<file path="src/pkg/urbs_pkg.sv">
// Constants and types of the receive buffer and status block
package urbs_pkg;
   // ----------------------------------------
   // Register byte addresses
   // ----------------------------------------
   localparam logic [3:0] ADDR_STATUS = 4'h0;
   localparam logic [3:0] ADDR_CONTROL = 4'h4;
   localparam logic [3:0] ADDR_FORMAT = 4'h8;
   localparam logic [3:0] ADDR_DATA = 4'hC;
   // ----------------------------------------
   // Field positions
   // ----------------------------------------
   localparam int ST_PENDING = 7;
   localparam int ST_STOP_ERR = 4;
   localparam int ST_OVERRUN = 3;
   localparam int ST_PARITY_ERR = 2;
   localparam int CT_IRQ_EN = 7;
   localparam int CT_RX_EN = 4;
   localparam int CT_NINTH = 1;
   localparam int FM_PAR_EN = 5;
   localparam int FM_PAR_ODD = 4;
   localparam int FM_STOP_CNT = 3;
   localparam int FM_SIZE_LSB = 0;
   // ----------------------------------------
   // Reset values and encodings
   // ----------------------------------------
   localparam logic [7:0] CONTROL_RST = 8'h00;
   localparam logic [7:0] FORMAT_RST = 8'h06;
   localparam logic [2:0] SIZE_NINE = 3'h7;
   localparam logic [1:0] RESP_OKAY = 2'h0;
   localparam logic [1:0] RESP_SLVERR = 2'h2;
   localparam int FIFO_DEPTH = 2;

   // One buffered character with its frame flags
   typedef struct packed {
      logic [8:0] data;
      logic stop_err;
      logic overrun;
      logic parity_err;
   } urbs_entry_t;

   // Frame handed over by the bit recovery front end
   typedef struct packed {
      logic [8:0] bits;
      logic parity;
      logic stop;
   } urbs_frame_t;
endpackage

</file>
<file path="src/core/urbs_rx.sv">
// Receive buffer, error flags and AXI4-Lite registers of the serial receiver
//
// The address map and the AXI4-Lite register port were left to the implementer.
`timescale 1ns/100ps
// Function
// RL1: pending flag high while buffer holds characters
// RL2: receiver disable empties the buffer
// RL3: interrupt requested while pending and enabled
// RL4: error flags travel with their character
// RL5: software reads status before data
// RL6: writes to error flag positions ignored
// RL7: error flags never raise interrupts
// RL8: stop error from first stop bit
// RL9: overrun on full buffer, waiting char, start
// RL10: overrun visible after earlier characters read
// RL11: overrun cleared on successful transfer
// RL12: parity checked when enabled, odd or even
// RL13: parity flag only if checked at arrival
// RL14: parity flag reads zero when disabled
// RL15: disable is immediate, pin released
// RL16: software flushes by reading data repeatedly
// RL17: ninth bit buffered, read before data
// RL18: short characters read zero-padded
// RL19: transfer after first stop bit
// RL20: interrupt is pending AND enable, level
module urbs_rx #(
   parameter int DEPTH = urbs_pkg::FIFO_DEPTH
) (
   input wire logic clk,
   input wire logic srst,
   input wire logic s_axi_awvalid,
   output logic s_axi_awready,
   input wire logic [3:0] s_axi_awaddr,
   input wire logic s_axi_wvalid,
   output logic s_axi_wready,
   input wire logic [31:0] s_axi_wdata,
   input wire logic [3:0] s_axi_wstrb,
   output logic s_axi_bvalid,
   input wire logic s_axi_bready,
   output logic [1:0] s_axi_bresp,
   input wire logic s_axi_arvalid,
   output logic s_axi_arready,
   input wire logic [3:0] s_axi_araddr,
   output logic s_axi_rvalid,
   input wire logic s_axi_rready,
   output logic [31:0] s_axi_rdata,
   output logic [1:0] s_axi_rresp,
   input wire logic rx_start,
   input wire logic rx_done,
   input wire urbs_pkg::urbs_frame_t rx_frame,
   output logic rxd_owned,
   output logic rx_irq
);
   // ----------------------------------------
   // State
   // ----------------------------------------
   urbs_pkg::urbs_entry_t mem_q [DEPTH];
   logic rd_ptr_q, wr_ptr_q;
   logic [1:0] cnt_q, cnt_d;
   urbs_pkg::urbs_entry_t hold_q;
   logic hold_v_q, hold_v_d;
   logic ovr_pend_q, ovr_pend_d;
   logic [7:0] control_q, format_q;
   logic aw_v_q, w_v_q;
   logic [3:0] aw_addr_q;
   logic [31:0] w_data_q;
   logic [3:0] w_strb_q;

   // ----------------------------------------
   // Decoding
   // ----------------------------------------
   wire rx_en = control_q[urbs_pkg::CT_RX_EN];
   wire irq_en = control_q[urbs_pkg::CT_IRQ_EN];
   wire par_en = format_q[urbs_pkg::FM_PAR_EN];
   wire par_odd = format_q[urbs_pkg::FM_PAR_ODD];
   wire [2:0] size = format_q[urbs_pkg::FM_SIZE_LSB +: 3];
   wire pending = (cnt_q != 2'h0);
   wire full = (cnt_q == 2'(DEPTH));
   wire urbs_pkg::urbs_entry_t head = mem_q[rd_ptr_q];
   wire ar_take = s_axi_arvalid && s_axi_arready;
   wire pop = ar_take && (s_axi_araddr == urbs_pkg::ADDR_DATA) && pending;
   wire do_write = aw_v_q && w_v_q && !s_axi_bvalid;
   wire wr_ctl = do_write && (aw_addr_q == urbs_pkg::ADDR_CONTROL)
      && w_strb_q[0];
   wire wr_fmt = do_write && (aw_addr_q == urbs_pkg::ADDR_FORMAT)
      && w_strb_q[0];
   wire wr_ok = (aw_addr_q[3:2] != 2'h3);

   // Mask of data bits in use for the selected character size
   function automatic logic [8:0] size_mask(input logic [2:0] sz);
      unique case (sz)
         3'h0: size_mask = 9'h01F;
         3'h1: size_mask = 9'h03F;
         3'h2: size_mask = 9'h07F;
         3'h7: size_mask = 9'h1FF;
         default: size_mask = 9'h0FF;
      endcase
   endfunction

   // ----------------------------------------
   // Frame capture into the shift stage
   // ----------------------------------------
   // RL18: unused high bits stored as zero
   wire [8:0] rx_data = rx_frame.bits & size_mask(size);
   // RL12: computed parity against the received bit
   wire par_calc = (^rx_data) ^ par_odd;
   wire urbs_pkg::urbs_entry_t rx_entry = '{
      data: rx_data,
      // RL8: first stop bit only, stop count ignored
      stop_err: !rx_frame.stop,
      overrun: 1'b0,
      // RL13: flag only when checking was on at arrival
      parity_err: par_en && (par_calc != rx_frame.parity)
   };
   // RL9: full buffer, waiting character and a new start
   wire overrun = rx_en && rx_start && full && hold_v_q && !pop;
   wire room = !full || pop;
   wire push = rx_en && hold_v_q && room;

   always_comb begin
      hold_v_d = hold_v_q;
      ovr_pend_d = ovr_pend_q;
      cnt_d = cnt_q;
      if (!rx_en) begin
         // RL2: disable flushes buffer and pending overrun
         hold_v_d = 1'b0;
         ovr_pend_d = 1'b0;
         cnt_d = 2'h0;
      end else begin
         if (push) begin
            hold_v_d = 1'b0;
         end
         // RL9: the waiting character is lost
         if (overrun) begin
            hold_v_d = 1'b0;
            ovr_pend_d = 1'b1;
         end
         // RL11: a successful transfer ends the overrun
         if (push) begin
            ovr_pend_d = 1'b0;
         end
         // RL19: frame taken once first stop bit is in
         if (rx_done) begin
            hold_v_d = 1'b1;
         end
         cnt_d = cnt_q + 2'(push) - 2'(pop);
      end
   end

   always_ff @(posedge clk) begin
      if (srst) begin
         hold_v_q <= 1'b0;
         ovr_pend_q <= 1'b0;
         cnt_q <= 2'h0;
         rd_ptr_q <= 1'b0;
         wr_ptr_q <= 1'b0;
      end else begin
         hold_v_q <= hold_v_d;
         ovr_pend_q <= ovr_pend_d;
         cnt_q <= cnt_d;
         if (!rx_en) begin
            rd_ptr_q <= 1'b0;
            wr_ptr_q <= 1'b0;
         end else begin
            rd_ptr_q <= rd_ptr_q ^ pop;
            wr_ptr_q <= wr_ptr_q ^ push;
         end
      end
   end

   // RL4: flags stored beside their character
   // RL10: overrun tag rides on the next stored character
   always_ff @(posedge clk) begin
      if (rx_done) begin
         hold_q <= rx_entry;
      end
      if (push) begin
         mem_q[wr_ptr_q] <= '{
            data: hold_q.data,
            stop_err: hold_q.stop_err,
            overrun: ovr_pend_q,
            parity_err: hold_q.parity_err};
      end
   end

   // ----------------------------------------
   // Register write path
   // ----------------------------------------
   always_ff @(posedge clk) begin
      if (srst) begin
         aw_v_q <= 1'b0;
         w_v_q <= 1'b0;
         aw_addr_q <= 4'h0;
         w_data_q <= 32'h0000_0000;
         w_strb_q <= 4'h0;
         s_axi_bvalid <= 1'b0;
         s_axi_bresp <= urbs_pkg::RESP_OKAY;
         control_q <= urbs_pkg::CONTROL_RST;
         format_q <= urbs_pkg::FORMAT_RST;
      end else begin
         if (s_axi_awvalid && s_axi_awready) begin
            aw_v_q <= 1'b1;
            aw_addr_q <= s_axi_awaddr;
         end
         if (s_axi_wvalid && s_axi_wready) begin
            w_v_q <= 1'b1;
            w_data_q <= s_axi_wdata;
            w_strb_q <= s_axi_wstrb;
         end
         if (do_write) begin
            aw_v_q <= 1'b0;
            w_v_q <= 1'b0;
            s_axi_bvalid <= 1'b1;
            s_axi_bresp <= wr_ok ? urbs_pkg::RESP_OKAY
               : urbs_pkg::RESP_SLVERR;
         end else if (s_axi_bready) begin
            s_axi_bvalid <= 1'b0;
         end
         // RL15: clearing the enable acts on the next edge
         if (wr_ctl) begin
            control_q <= w_data_q[7:0];
         end
         if (wr_fmt) begin
            format_q <= w_data_q[7:0];
         end
         // RL6: status holds no writable bits
      end
   end

   always_ff @(posedge clk) begin
      if (srst) begin
         s_axi_awready <= 1'b0;
         s_axi_wready <= 1'b0;
      end else begin
         s_axi_awready <= !aw_v_q && !(s_axi_awvalid && s_axi_awready);
         s_axi_wready <= !w_v_q && !(s_axi_wvalid && s_axi_wready);
      end
   end

   // ----------------------------------------
   // Register read path
   // ----------------------------------------
   logic [7:0] status_rd;
   always_comb begin
      status_rd = 8'h00;
      // RL1: pending whenever unread characters exist
      status_rd[urbs_pkg::ST_PENDING] = pending;
      status_rd[urbs_pkg::ST_STOP_ERR] = pending && head.stop_err;
      status_rd[urbs_pkg::ST_OVERRUN] = pending && head.overrun;
      // RL14: parity flag masked while checking is off
      status_rd[urbs_pkg::ST_PARITY_ERR] = pending && par_en
         && head.parity_err;
   end
   wire [7:0] control_rd = {control_q[7:2],
      pending && head.data[8], control_q[0]};
   logic [31:0] rd_mux;
   always_comb begin
      unique case (s_axi_araddr[3:2])
         2'h0: rd_mux = {24'h00_0000, status_rd};
         // RL17: ninth bit follows the read position
         2'h1: rd_mux = {24'h00_0000, control_rd};
         2'h2: rd_mux = {24'h00_0000, format_q};
         2'h3: rd_mux = {24'h00_0000, pending ? head.data[7:0] : 8'h00};
      endcase
   end

   always_ff @(posedge clk) begin
      if (srst) begin
         s_axi_arready <= 1'b0;
         s_axi_rvalid <= 1'b0;
         s_axi_rdata <= 32'h0000_0000;
         s_axi_rresp <= urbs_pkg::RESP_OKAY;
      end else begin
         s_axi_arready <= !s_axi_rvalid && !ar_take;
         if (ar_take) begin
            // RL5: a data read moves the read position
            s_axi_rvalid <= 1'b1;
            s_axi_rdata <= rd_mux;
            s_axi_rresp <= urbs_pkg::RESP_OKAY;
         end else if (s_axi_rready) begin
            s_axi_rvalid <= 1'b0;
         end
      end
   end

   // ----------------------------------------
   // Pin ownership and interrupt
   // ----------------------------------------
   always_ff @(posedge clk) begin
      if (srst) begin
         rxd_owned <= 1'b0;
         rx_irq <= 1'b0;
      end else begin
         // RL15: pin released as soon as the enable drops
         rxd_owned <= (wr_ctl ? w_data_q[urbs_pkg::CT_RX_EN] : rx_en);
         // RL3: level request while pending and enabled
         // RL20: AND of pending and enable
         // RL7: error flags take no part here
         rx_irq <= (cnt_d != 2'h0) && (wr_ctl
            ? w_data_q[urbs_pkg::CT_IRQ_EN] : irq_en);
      end
   end

   // ----------------------------------------
   // Checks
   // ----------------------------------------
   a_irq_level: assert property (@(posedge clk) disable iff (srst)
      rx_irq == (pending && irq_en)) // RL20
      else $error("irq differs from pending and enable");
   a_irq_hold: assert property (@(posedge clk) disable iff (srst)
      pending && irq_en && !pop && !wr_ctl |=> rx_irq) // RL3
      else $error("irq dropped while pending");
   a_flush_off: assert property (@(posedge clk) disable iff (srst)
      !rx_en |=> cnt_q == 2'h0 && !hold_v_q) // RL2
      else $error("buffer not flushed on disable");
   a_pend_empty: assert property (@(posedge clk) disable iff (srst)
      push |=> status_rd[urbs_pkg::ST_PENDING]) // RL1
      else $error("pending flag wrong");
   a_par_off: assert property (@(posedge clk) disable iff (srst)
      !par_en |-> !status_rd[urbs_pkg::ST_PARITY_ERR]) // RL14
      else $error("parity flag set while checking off");
   a_ovr_mark: assert property (@(posedge clk) disable iff (srst)
      overrun |=> ovr_pend_q && !hold_v_q) // RL9
      else $error("overrun not recorded");
   a_ovr_clear: assert property (@(posedge clk) disable iff (srst)
      push && !overrun |=> !ovr_pend_q) // RL11
      else $error("overrun not cleared on transfer");
   a_pop_move: assert property (@(posedge clk) disable iff (srst)
      pop && !push |=> cnt_q == $past(cnt_q) - 2'h1) // RL5
      else $error("data read did not advance buffer");
   a_pin_owned: assert property (@(posedge clk) disable iff (srst)
      $fell(rx_en) |-> !rxd_owned) // RL15
      else $error("pin kept after disable");
endmodule

</file>
<file path="config.mk">
export PLATFORM = sky130hd
export DESIGN_NAME = urbs_rx
export DESIGN_NICKNAME = d
export VERILOG_FILES = /design/src/pkg/urbs_pkg.sv /design/src/core/urbs_rx.sv
export SDC_FILE = /design/constraint.sdc
export NUM_CORES = 1
export LEC_CHECK = 0
export ABC_AREA = 1
export BUFFER_PORTS_ARGS = -buffer_cell sky130_fd_sc_hd__buf_2
export CORE_ASPECT_RATIO = 0.8
export CORE_MARGIN = 5
export CORE_UTILIZATION = 39
export DETAILED_ROUTE_END_ITERATION = 8
export GPL_TIMING_DRIVEN = 1
export HOLD_SLACK_MARGIN = 0.02
export PLACE_DENSITY_LB_ADDON = 0.08
export SYNTH_ARGS = -nofsm -noshare
export SYNTH_HDL_FRONTEND = slang
export SYNTH_SLANG_ARGS = --single-unit
</file>
<file path="constraint.sdc">
create_clock -name clk -period 2.2 [get_ports clk]
set_input_delay 0.33 -clock clk [delete_from_list [all_inputs] [get_ports clk]]
set_output_delay 0.33 -clock clk [all_outputs]
set_load 0.05 [all_outputs]
</file>
; Word-level counts from Yosys, hierarchy flattened
; Memory sizes are Yosys's and may differ from the RTL's. A register that Yosys moved wholly into a read port is not among the register bits.
; Cells that the tools add are included.
[totals]
regBits = 89
output_inout_bits = 43
n_memories = 1
elab_cells = 110
ramBits = 24
inputBits = 64
[memory_table]
columns = name, depth, width, rd, rd_ports_with_merged_regs, write_ports, line_no
row1 = mem_q, 2, 12, 1, 1, 1, urbs_rx.sv:57  ; urbs_pkg::urbs_entry_t mem_q [DEPTH];
[op_classes]
muxes = 17
n_eq_ne = 12
reduce_logical = 49
bitwise_logic = 5
addsub = 2
[ops]
columns = op, count
row1 = $pmux W32 S4, 1
row2 = $pmux W9 S4, 1
row3 = $logic_and A1 B1 Y1, 27
row4 = $mux W1, 12
row5 = $logic_not A1 Y1, 10
row6 = $and A9 B9 Y9, 1
row7 = $reduce_xor A9 Y1, 1
row8 = $eq A4 B4 Y1 const B, 2
row9 = $mux W8, 1
row10 = $reduce_bool A2 Y1, 4
row11 = $eq A2 B2 Y1 const B, 3
row12 = $eq A4 B3 Y1 const B, 1
row13 = $mux W2, 2
row14 = $reduce_or A2 Y1, 2
row15 = $eq A3 B1 Y1 const B, 1
row16 = $eq A3 B2 Y1 const B, 1
row17 = $eq A3 B3 Y1 const B, 1
row18 = $logic_not A3 Y1, 1
row19 = $reduce_bool A3 Y1, 1
row20 = $reduce_or A3 Y1, 1
row21 = $xor A1 B1 Y1, 3
row22 = $add A2 B1 Y2, 1
row23 = $eq A2 B1 Y1 const B, 1
row24 = $logic_not A2 Y1, 1
row25 = 5 further kinds, 5

; Logic depth before layout (Yosys ltp)
; Gate-level depths: netlist of run 1.
[logic_depth]
word_depth = 10
depth_mapped = 12
ltp_nobuf = 12

; Worst setup path before layout of run 1
; Ideal clock, no wire load.
[synth_path]
path_type = register to register
start = register s_axi_arready
end = register rx_irq
required_ns = 2.077
stages_incl_launch_ff = 12
arrival_ns = 2.184
n_path_buf = 0
slack_ns = -0.107
setup_time_ns = 0.123
period_less_slack_ns = 2.307
cell_sequence = dfxtp_1 nand2_2 inv_2 nand3_1 nand3_1 nand2_1 ha_1 inv_1 ha_1 or2_2 nand3_1 a211oi_2
[synth_via]
elab_chain_cells = 10
[synth_rtl]
columns = item, line_no
row1 = "start, declared", urbs_rx.sv:42  ; output logic s_axi_arready,
row2 = "start signal, assigned", urbs_rx.sv:274  ; s_axi_arready <= !s_axi_rvalid && !ar_take;
row3 = $logic_and A1 B1 Y1 *, urbs_rx.sv:80  ; wire ar_take = s_axi_arvalid && s_axi_arready;
row4 = $logic_and A1 B1 Y1 * (2 in a row), urbs_rx.sv:81  ; wire pop = ar_take && (s_axi_araddr == urbs_pkg::ADDR_DATA) && pending;
row5 = $logic_or A1 B1 Y1, urbs_rx.sv:117  ; wire room = !full || pop;
row6 = $logic_and A1 B1 Y1, urbs_rx.sv:118  ; wire push = rx_en && hold_v_q && room;
row7 = $add A2 B1 Y2, urbs_rx.sv:146  ; cnt_d = cnt_q + 2'(push) - 2'(pop);
row8 = $sub A2 B1 Y2 *, urbs_rx.sv:146
row9 = $mux W2 *, urbs_rx.sv:124  ; if (!rx_en) begin
row10 = $reduce_bool A2 Y1 *, urbs_rx.sv:299  ; rx_irq <= (cnt_d != 2'h0) && (wr_ctl
row11 = $logic_and A1 B1 Y1 *, urbs_rx.sv:299
row12 = "end signal, assigned", urbs_rx.sv:299
row13 = "end, declared", urbs_rx.sv:52  ; output logic rx_irq
; Mark *: on every way between the ends. The rest lies on a longest branch, timed or not.
; A chain may end at the register's enable or synchronous reset.

; Final worst setup path of run 1
[layout_path]
start = register cnt_q[1]
end = register rx_irq
[layout_via]
elab_chain_cells = 9
word_cells_on_any_way = 11
[layout_rtl]
columns = item, line_no
row1 = "start, declared", urbs_rx.sv:59  ; logic [1:0] cnt_q, cnt_d;
row2 = "start signal, assigned", urbs_rx.sv:160  ; cnt_q <= cnt_d;
row3 = $eq A2 B2 Y1 / $reduce_bool A2 Y1 (equally long branches), "urbs_rx.sv:78, urbs_rx.sv:77"
row4 = $logic_not A1 Y1 / $logic_and A1 B1 Y1 (equally long branches), "urbs_rx.sv:117, urbs_rx.sv:81"
row5 = $logic_or A1 B1 Y1, urbs_rx.sv:117
row6 = $logic_and A1 B1 Y1, urbs_rx.sv:118
row7 = $add A2 B1 Y2, urbs_rx.sv:146
row8 = $sub A2 B1 Y2 *, urbs_rx.sv:146
row9 = $mux W2 *, urbs_rx.sv:124
row10 = $reduce_bool A2 Y1 *, urbs_rx.sv:299
row11 = $logic_and A1 B1 Y1 *, urbs_rx.sv:299
; Marks and branches as above.

==> results of run 1 <==
metrics by stage:
stage | util (%) | hold WS, ps | instances | cell area, um^2 | setup slack [ps]
global placement | 43.0 | 426 | 608 | 4100 | 155
detailed placement | 43.0 | 430 | 608 | 4100 | 98.4
CTS | 46.5 | 201 | 624 | 4430 | 203
floorplan | - | 421 | 464 | 3860 | 97.2
finish | 46.5 | 204 | 624 | 4430 | 198
global route | 46.5 | 198 | 624 | 4430 | 43.9
power by group:
group / switching [mW] / internal [mW] / leakage [nW]
Clock: 0.600 / 1.10 / 0.163
Sequential: 0.0269 / 1.72 / 0.744
Combinational: 0.253 / 0.0770 / 1.09
worst max-delay path by stage:
stage                          from      to  slack [ps]
floorplan             s_axi_arready  rx_irq         100
global placement    s_axi_araddr[3]  rx_irq         160
detailed placement  s_axi_araddr[3]  rx_irq         100
CTS                        cnt_q[1]  rx_irq         200
global route               cnt_q[1]  rx_irq          40
finish                     cnt_q[1]  rx_irq         200
state kept, by name, summed over array words and instances, names as in the netlist, 2 cells and up:
name         count
cnt_q            2
w_data_q         8
hold_q          11
s_axi_rdata      8
format_q         8
mem_q           24
control_q        7
aw_addr_q        4
cell families (layout without fill, tap and decap cells):
family | Yosys count | in the layout | synth area share [%]
simple gates | 191 | 191 | 21.5
flops | 87 | 87 | 55.6
buf+inv | 82 | 123 | 11.0
compound gates | 72 | 72 | 10.2
fa+ha+maj | 4 | 4 | 1.33
other cells | 1 | 27 | 0.0996
xor+xnor | 1 | 1 | 0.233
routing by layer:
layer | GRT usage, % | vias up
met5 | 0 | -
met4 | 5.02 | 0
met3 | 3.88 | 11
met2 | 22.2 | 62
met1 | 20.4 | 1279
li1 | - | 1491
critical path, delay by kind of cell, from the launching register on:
kind / cells / cell delay, ps
buffers and inverters: 1 / 40
flip-flops: 1 / 380
AO/OA/AOI/OAI: 1 / 70
AND/OR/NAND/NOR: 7 / 930
adder cells (fa/ha/maj): 2 / 450
cell usage in the layout (no fill, tap or decap), types with 2 or more instances in the layout:
| cell type | instances |
|---|---|
| ha_1 | 4 |
| clkinv_2 | 2 |
| o21ai_0 | 32 |
| a21oi_1 | 25 |
| inv_1 | 43 |
| or2_2 | 2 |
| nand2_1 | 90 |
| nor2_2 | 3 |
| clkbuf_16 | 9 |
| clkinv_1 | 2 |
| nand2_2 | 7 |
| o221ai_1 | 2 |
| nand3_1 | 16 |
| buf_4 | 9 |
| o21ai_1 | 8 |
| bufinv_16 | 3 |
| nor2_1 | 64 |
| dfxtp_1 | 51 |
| edfxtp_1 | 35 |
| conb_1 | 27 |
| nor2_4 | 2 |
| o211ai_1 | 4 |
| buf_2 | 52 |
| inv_2 | 2 |
| nor3_1 | 3 |
layout make-up:
cell class | instances | share of cell area (%)
well taps | 119 | 3.36
multi-input cells | 295 | 30.6
clock inverters | 7 | 2.51
clock buffers | 9 | 5.08
inverters | 46 | 3.89
repair buffers | 61 | 7.39
flip-flops and latches | 87 | 47.2
==> results by group, run 1 <==
Synthesis
  – Cells after synthesis: 438
  – Synth warn: 0
  – EDFF count, synth: 35
  – Post-synthesis sequential area ratio: 55.6%
  – Synth Register Bits: 87
  – Top-count cell post-synth: nand2_1
  – Post-Syn Area: 3760 um^2
  – Post-synth top flop: dfxtp_1
  – Synth cell count leaders: nand2_1 (90), nor2_1 (64), dfxtp_1 (52), inv_1 (43), edfxtp_1 (35)
  – Ys async rst share: 0%
  – Average cell area after synthesis: between 8 and 9 um^2
  – Ranking of synthesized cells by area: edfxtp_1 (28%), dfxtp_1 (28%), nand2_1 (9.0%)
  – Cell taking the most area after synthesis: edfxtp_1
  – Yosys cell types: 30
  – Yosys top cell area share: 27.9%

Critical path
  – Crit Path Category: reg2reg
  – Maximum fanout along the worst path: 3
  – Worst R2R Path Depth: 11
  – R2r endpoint: rx_irq
  – Worst path max stage delay: about 380 ps
  – CP Launch Type: register
  – CP cell instances: nor2_2 > nor2_4 > nand3_1 > nand3_1 > nand2_1 > ha_1 > inv_1 > ha_1 > or2_2 > nand3_1 > a211oi_2
  – Most used cell, CP: nand3_1
  – Critical Path Sink Type: register
  – R2R Path Start: cnt_q[1]
  – Flop2flop setup slack: 200 ps
  – Slowest CP cell: dfxtp_1
  – Critical Path RT: 2420 ps
  – Critical Path AT: 2220 ps

Timing
  – Max-slew violation count: 0
  – Max-slew headroom: 59.8%
  – Clock Skew: 4.92 ps
  – Actual slew at the worst max-slew pin: 602 ps
  – Fin crit period: 2000 ps
  – FMAX: 500 MHz
  – Setup violators final: 0
  – TNS Setup: 0 ps
  – Unrepaired setup endpoints after global routing: false
  – Final Cycle Share: 91.0%
  – Final hold viol count: 0

Clocking
  – Post-CTS Setup Bufs: 0
  – Root Driver: clkbuf_16
  – Clk sinks: 87
  – Total CTS buffers: 9
  – Hold_buf cts: 0
  – CTS tree: yes
  – Clk slew on worst S/H paths: 60 ps
  – Post-CTS Resized: 0
  – # H-tree levels: 3
  – Worst skew pair latency: ~330 ps
  – Clock buffer depth: 2

Detailed routing
  – Met3 wire length: 361 um
  – DRT Pass-1 Iters: 4
  – Vias/cell: 4.56
  – DRC: 0
  – Met1 WL: 4010 um
  – Top layer in use: met4
  – DR WL met2: 3630 um
  – Iter 0 DRT Violations: approximately 170
  – Via count: between 2k and 3k
  – WL/cell: 13.0 um
  – Wirelength, routed: between 8000 and 9000 um
  – ANT nets after route: 0

Floorplanning
  – Core ar.: 9530 um^2
  – Die Span Y: 97.9 um
  – Die W: 120 um
  – Initial core utilization: 39.5%
  – IO Pins: 107
  – Row cnt: 32
  – DIE AREA: around 12000 um^2

Min path
  – Hold Path End: hold_q[7]
  – Hold WC Path Type: in2reg
  – Hold wc startpoint: rx_frame[6]
  – Hold path cells: 1

Cells and area
  – Ant diodes: 0
  – Storage cell area: 2090 um^2
  – Area grow syn2layout: 17.8%
  – Fill cells: between 900 and 1k
  – Fraction of layout cells with a size suffix above 1: 19.0%
  – Fin nets: 568
  – Multi-input gate area: 1360 um^2

Pwr
  – Leak: 2.00 nW
  – VDD IR max: 0.000405 V
  – Tot Pwr: 3.78 mW
  – Cell Pwr Density: 853 nW/um^2

Global routing
  – Overall Global Routing Usage: between 10 and 15%
  – Grt ovf: 0
  – Initial antenna violation count: 0
  – Vias in the first global route: 2722
  – Pin count of the biggest net entering global routing: 24
  – First-pass GRT wire length: 13400 um

Place
  – RePlAce Congestion: between 0.7 and 0.8
  – Port Buffer Count: 52
  – DP HPWL: 6110 um

Run status
  – Outcome: complete, no violations

Flow run
  – Max Cap Viol: 0
Power figures use the tool's default switching activity.
==> run 2: changes to the inputs <==
Settings changed: CTS_BUF_LIST from default to sky130_fd_sc_hd__clkbuf_4 sky130_fd_sc_hd__clkbuf_8 sky130_fd_sc_hd__clkbuf_16, REMOVE_ABC_BUFFERS from default to 1.
==> run 2 against run 1 <==
Net effect:
- global-route usage shrank 0.19 points
- clock power is essentially flat
- non-clock buffer count shrank 1
- critical path type unchanged
- count of clock-buffer cells in the layout is the same
- final cell count shrank 0.16%
- worst setup slack gained 10 ps
- power shrank 0.10%
- highest routed layer unchanged
==> results by group, run 2 (same netlist as run 1, synthesis figures left out) <==
Run status
  – Outcome: complete, no violations (unchanged)

Cells and area
  – Max reg flops: 24 (unchanged)
  – Post-route core utilization: 46.4% (was 46.5%)
  – Fin nets: 567 (was 568)
  – Ant diodes: 0 (unchanged)
  – Biggest regs: mem_q: 24 flops, hold_q: 11 flops (unchanged)
  – Fraction of layout cells with a size suffix above 1: 18.5% (was 19.0%)
  – Register name with the most flops: mem_q (unchanged)
  – Area grow syn2layout: 17.6% (was 17.8%)
  – Most frequent cells in the layout: nand2_1 (90), nor2_1 (64), dfxtp_1 (52), buf_2 (52), inv_1 (43) (was nand2_1 (90), nor2_1 (64), buf_2 (52))
  – Commonest non-fill, non-tap cell in the layout: nand2_1 (unchanged)
  – Fill cells: 964 (was 965)

Critical path
  – R2R Path Start: cnt_q[1] (unchanged)
  – R2r endpoint: rx_irq (unchanged)
  – Flop2flop setup slack: 210 ps (was 200 ps)
  – Critical Path RT: 2420 ps (about the same)
  – Crit Path Category: reg2reg (unchanged)
  – Most used cell, CP: nand3_1 (unchanged)
  – CP Launch Type: register (unchanged)
  – Worst path max stage delay: 380 ps (about the same)
  – Slowest CP cell: dfxtp_1 (unchanged)
  – Worst R2R Path Depth: 11 (unchanged)
  – Critical Path Sink Type: register (unchanged)
  – Maximum fanout along the worst path: 3 (unchanged)
  – Critical Path AT: 2210 ps (was 2220 ps)
  – CP cell instances: nor2_2 > nor2_4 > nand3_1 > nand3_1 > nand2_1 > ha_1 > inv_1 > ha_1 > or2_2 > nand3_1 > a211oi_2 (unchanged)

Floorplanning
  – Die Span Y: 97.9 um (unchanged)
  – DIE AREA: 11700 um^2 (unchanged)
  – Row cnt: 32 (unchanged)
  – IO Pins: 107 (unchanged)
  – Die W: 120 um (unchanged)
  – Initial core utilization: 39.5% (unchanged)
  – Core ar.: 9530 um^2 (unchanged)

Global routing
  – Initial antenna violation count: 0 (unchanged)
  – Vias in the first global route: 2774 (was 2722)
  – Pin count of the biggest net entering global routing: 32 (was 24)
  – Overall Global Routing Usage: 14.5% (was 14.7%)
  – Grt ovf: 0 (unchanged)
  – First-pass GRT wire length: 13300 um (was 13400 um)

Detailed routing
  – Iter 0 DRT Violations: 156 (was 169)
  – DRT Pass-1 Iters: 4 (unchanged)
  – Wirelength, routed: 8080 um (was 8110 um)
  – Via count: 2878 (was 2843)
  – WL/cell: 13.0 um (about the same)
  – DRC: 0 (unchanged)
  – ANT nets after route: 0 (unchanged)
  – Vias/cell: 4.62 (was 4.56)

Clocking
  – Worst skew pair latency: 330 ps (about the same)
  – Post-CTS Setup Bufs: 0 (unchanged)
  – CTS tree: yes (unchanged)
  – Clk sinks: 87 (unchanged)
  – Post-CTS Resized: 0 (unchanged)
  – # H-tree levels: 3 (unchanged)
  – Hold_buf cts: 0 (unchanged)
  – Total CTS buffers: 9 (unchanged)
  – Clock buffer depth: 2 (unchanged)
  – Root Driver: clkbuf_16 (unchanged)
  – Clk slew on worst S/H paths: 60 ps (about the same)

Min path
  – Hold wc startpoint: rx_frame[2] (was rx_frame[6])
  – Hold path cells: 1 (unchanged)
  – Hold Path End: hold_q[3] (was hold_q[7])
  – Hold WC Path Type: in2reg (unchanged)

Flow run
  – Max Cap Viol: 0 (unchanged)

Timing
  – Final Cycle Share: 90.5% (was 91.0%)
  – Final WS setup: 208 ps (was 198 ps)
  – Unrepaired setup endpoints after global routing: false (unchanged)
  – Max-slew violation count: 0 (unchanged)
  – Setup violators final: 0 (unchanged)
  – FMAX: 502 MHz (was 500 MHz)
  – Max-slew headroom: 49.3% (was 59.8%)
  – Final hold viol count: 0 (unchanged)
  – Clock Skew: 5.48 ps (was 4.92 ps)
  – Fin crit period: 1990 ps (was 2000 ps)
  – Actual slew at the worst max-slew pin: 759 ps (was 602 ps)

Place
  – Worst slack, placed: 108 ps (was 98.4 ps)
  – RePlAce Congestion: 0.782 (was 0.749)
  – DP HPWL: 6110 um (about the same)
  – Port Buffer Count: 52 (unchanged)

Pwr
  – Cell Pwr Density: 853 nW/um^2 (about the same)
  – Leak: 2.00 nW (about the same)
  – VDD IR max: 0.000307 V (was 0.000405 V)
[run 2: area by class of cell]
class	count	area [um^2]	share of cell area, %
Sequential cell	87	2090	47.3
Multi-Input combinational cell	295	1360	30.6
Timing Repair Buffer	60	320	7.24
Clock buffer	9	225	5.09
Inverter	46	173	3.90
Tap cell	119	149	3.36
Clock inverter	7	111	2.52
[run 2: per-layer routing]
layer	vias to the layer above	wire (um)	track usage (%)
met1	1321	3770	18.4
li1	1488	-	-
met5	-	0	0
met2	60	3820	23.7
met3	9	372	4.17
met4	0	114	5.02
[run 2: worst max-delay path: cells and delay by family (launching register included)]
kind	cells	cell delay [ps]
AO/OA/AOI/OAI	1	70
adder cells (fa/ha/maj)	2	460
buffers and inverters	1	30
flip-flops	1	380
AND/OR/NAND/NOR	7	920
[run 2: how the worst max path moves through the flow]
stage                    startpoint     end  cells after the start
floorplan             s_axi_arready  rx_irq                     11
global placement    s_axi_araddr[3]  rx_irq                     12
detailed placement  s_axi_araddr[3]  rx_irq                     12
CTS                        cnt_q[1]  rx_irq                     11
global route               cnt_q[1]  rx_irq                     11
finish                     cnt_q[1]  rx_irq                     11
[run 2: metrics by stage]
stage | cells | hold slack [ps] | TNS, ps | cell area [um^2] | total power, mW
after global placement | 607 | 423 | 0 | 4090 | 2.11
after global routing | 623 | 202 | 0 | 4430 | 3.94
final | 623 | 212 | 0 | 4430 | 3.78
after floorplan | 428 | 399 | -181 | 3620 | 2.02
after CTS | 623 | 200 | 0 | 4430 | 3.82
after detailed placement | 607 | 431 | 0 | 4090 | 2.11
[run 2: where the power goes]
| group | switching [mW] | internal, mW |
|---|---|---|
| Clock | 0.601 | 1.10 |
| Combinational | 0.252 | 0.0758 |
| Sequential | 0.0248 | 1.72 |
==> run 3: changes to the inputs <==
Settings changed: CELL_PAD_IN_SITES_DETAIL_PLACEMENT from default to 1, CELL_PAD_IN_SITES_GLOBAL_PLACEMENT from default to 1, CORE_UTILIZATION 39 to 38.
==> run 3 against run 2 <==
Net effect:
- via count rose by 1.1%
- clock skew fell by 1.0 ps
- power fell by 4.9%
- highest routed layer unchanged
==> results by group, run 3 (same netlist as run 1, synthesis figures left out) <==
Run status
  – Outcome: complete, no violations (unchanged)

Cells and area
  – Commonest non-fill, non-tap cell in the layout: nand2_1 (unchanged)
  – Area grow syn2layout: 17.1% (was 17.6%)
  – Max reg flops: 24 (unchanged)
  – Ant diodes: 0 (unchanged)
  – Post-route core utilization: 45.7% (was 46.4%)
  – Register name with the most flops: mem_q (unchanged)
  – Multi-input gate area: 1360 um^2 (unchanged)
  – Fraction of layout cells with a size suffix above 1: 19.2% (was 18.5%)
  – Final instance area: 4410 um^2 (was 4430 um^2)
  – Fin nets: 567 (unchanged)
  – Most frequent cells in the layout: nand2_1 (90), nor2_1 (64), buf_2 (52) (was nand2_1 (90), nor2_1 (64), dfxtp_1 (52), buf_2 (52), inv_1 (43))
  – Fill cells: 1151 (was 964)
  – Biggest regs: mem_q: 24 flops, hold_q: 11 flops (unchanged)
  – Storage cell area: 2090 um^2 (about the same)

Timing
  – Final Cycle Share: 92.7% (was 90.5%)
  – Actual slew at the worst max-slew pin: 563 ps (was 759 ps)
  – Setup violators final: 0 (unchanged)
  – Clock Skew: 4.48 ps (was 5.48 ps)
  – Max-slew headroom: 62.4% (was 49.3%)
  – Final hold viol count: 0 (unchanged)
  – FMAX: 490 MHz (was 502 MHz)
  – Unrepaired setup endpoints after global routing: false (unchanged)
  – Max-slew violation count: 0 (unchanged)
  – Fin crit period: 2040 ps (was 1990 ps)

Critical path
  – Largest delay contributor family on the critical path: simple AND/OR/NAND/NOR gates (unchanged)
  – CP cell instances: nor2_2 > nor2_4 > nand3_1 > nand3_1 > nand2_1 > ha_1 > inv_1 > ha_1 > or2_2 > nand3_1 > a211oi_2 (unchanged)
  – Maximum fanout along the worst path: 3 (unchanged)
  – Worst R2R Path Depth: 11 (unchanged)
  – Critical Path Sink Type: register (unchanged)
  – Slowest CP cell: dfxtp_2 (was dfxtp_1)
  – Logic depth of the worst setup path including buffers: 11 (unchanged)
  – Crit Path Category: reg2reg (unchanged)
  – Worst path max stage delay: 360 ps (was 380 ps)
  – Critical Path AT: 2270 ps (was 2210 ps)
  – Critical Path RT: 2430 ps (was 2420 ps)
  – Most used cell, CP: nand3_1 (unchanged)
  – Worst Path Buf+Inv: 1 (unchanged)
  – CP Launch Type: register (unchanged)

Flow run
  – Max Cap Viol: 0 (unchanged)

Detailed routing
  – Vias/cell: 4.55 (was 4.62)
  – DRT Pass-1 Iters: 6 (was 4)
  – ANT nets after route: 0 (unchanged)
  – Wirelength, routed: 9150 um (was 8080 um)
  – Iter 0 DRT Violations: 152 (was 156)
  – DRC: 0 (unchanged)
  – Via count: 2911 (was 2878)
  – WL/cell: 14.3 um (was 13.0 um)

Floorplanning
  – Die Span Y: 99.0 um (was 97.9 um)
  – Core ar.: 9650 um^2 (was 9530 um^2)
  – Row cnt: 32 (unchanged)
  – DIE AREA: 12000 um^2 (was 11700 um^2)
  – Initial core utilization: 39.0% (was 39.5%)
  – Die W: 121 um (was 120 um)
  – IO Pins: 107 (unchanged)

Global routing
  – First-pass GRT wire length: 14700 um (was 13300 um)
  – Grt ovf: 0 (unchanged)
  – Initial antenna violation count: 0 (unchanged)
  – Pin count of the biggest net entering global routing: 22 (was 32)
  – Overall Global Routing Usage: 16.0% (was 14.5%)
  – Vias in the first global route: 2928 (was 2774)

Min path
  – Hold WC Path Type: in2reg (unchanged)
  – Hold path cells: 1 (unchanged)

Place
  – Placed Area: 4110 um^2 (was 4090 um^2)
  – Port Buffer Count: 52 (unchanged)
  – DP HPWL: 6890 um (was 6110 um)
  – RePlAce Congestion: 0.747 (was 0.782)

Pwr
  – Cell Pwr Density: 815 nW/um^2 (was 853 nW/um^2)
  – Leak: 1.97 nW (was 2.00 nW)
  – VDD IR max: 0.000338 V (was 0.000307 V)

Clocking
  – Total CTS buffers: 9 (unchanged)
  – Root Driver: clkbuf_16 (unchanged)
  – Clock buffer depth: 2 (unchanged)
  – Clk sinks: 87 (unchanged)
  – Clk slew on worst S/H paths: 60 ps (about the same)
  – CTS tree: yes (unchanged)
  – Worst skew pair latency: 350 ps (was 330 ps)
  – # H-tree levels: 3 (unchanged)
run 3: timing repair:
| item | 4_1_cts | 5_1_grt |
|---|---|---|
| hold buffers | 0 | 0 |
| gates resized for setup | 0 | 2 |
| buffers inserted | 0 | 0 |
| setup endpoints to repair | 0 | 2 |
run 3: power breakdown:
part / total [mW] / switching [mW] / internal [mW]
registers: 1.75 / 0.0276 / 1.72
clock network: 1.51 / 0.621 / 0.886
logic: 0.334 / 0.258 / 0.0768
run 3: routing by layer:
metal / track usage (%) / vias to the layer above / wire [um]
met5: 0 / - / 0
met4: 4.91 / 0 / 120
met3: 5.16 / 13 / 571
met2: 25.1 / 73 / 4170
met1: 21.2 / 1343 / 4290
li1: - / 1482 / -
run 3: layout make-up:
type / instances / area share, %
clock inverter: 6 / 1.39
multi-input combinational: 295 / 30.7
clock buffer: 10 / 5.28
timing repair buffer: 60 / 7.27
tap: 136 / 3.86
inverter: 46 / 3.92
sequential: 87 / 47.5
run 3: through the flow:
step	std cells	setup WS [ps]	total power, mW	TNS [ps]	hold slack, ps
floorplan	428	-107	2.02	-181	399
global placement	624	140	2.11	0	422
detailed placement	624	28.6	2.12	0	435
CTS	640	103	3.63	0	178
global route	640	40.7	3.73	0	181
finish	640	161	3.59	0	192
run 3: final timing paths:
kind               startpoint            to  slack (ps)
hold / removal    rx_frame[6]     hold_q[7]         190
setup reg to reg     cnt_q[0]        rx_irq         160
hold reg to reg         w_v_q  s_axi_wready         450
setup / recovery     cnt_q[0]        rx_irq         160
run 3: worst register-to-register path, stage by stage, from the launching register on:
cell and delay, ps:
dfxtp_2 360, nor2_2 80, nor2_4 110, nand3_1 100
nand3_1 140, nand2_1 120, ha_1 290, inv_1 40
ha_1 180, or2_2 290, nand3_1 130, a211oi_2 80
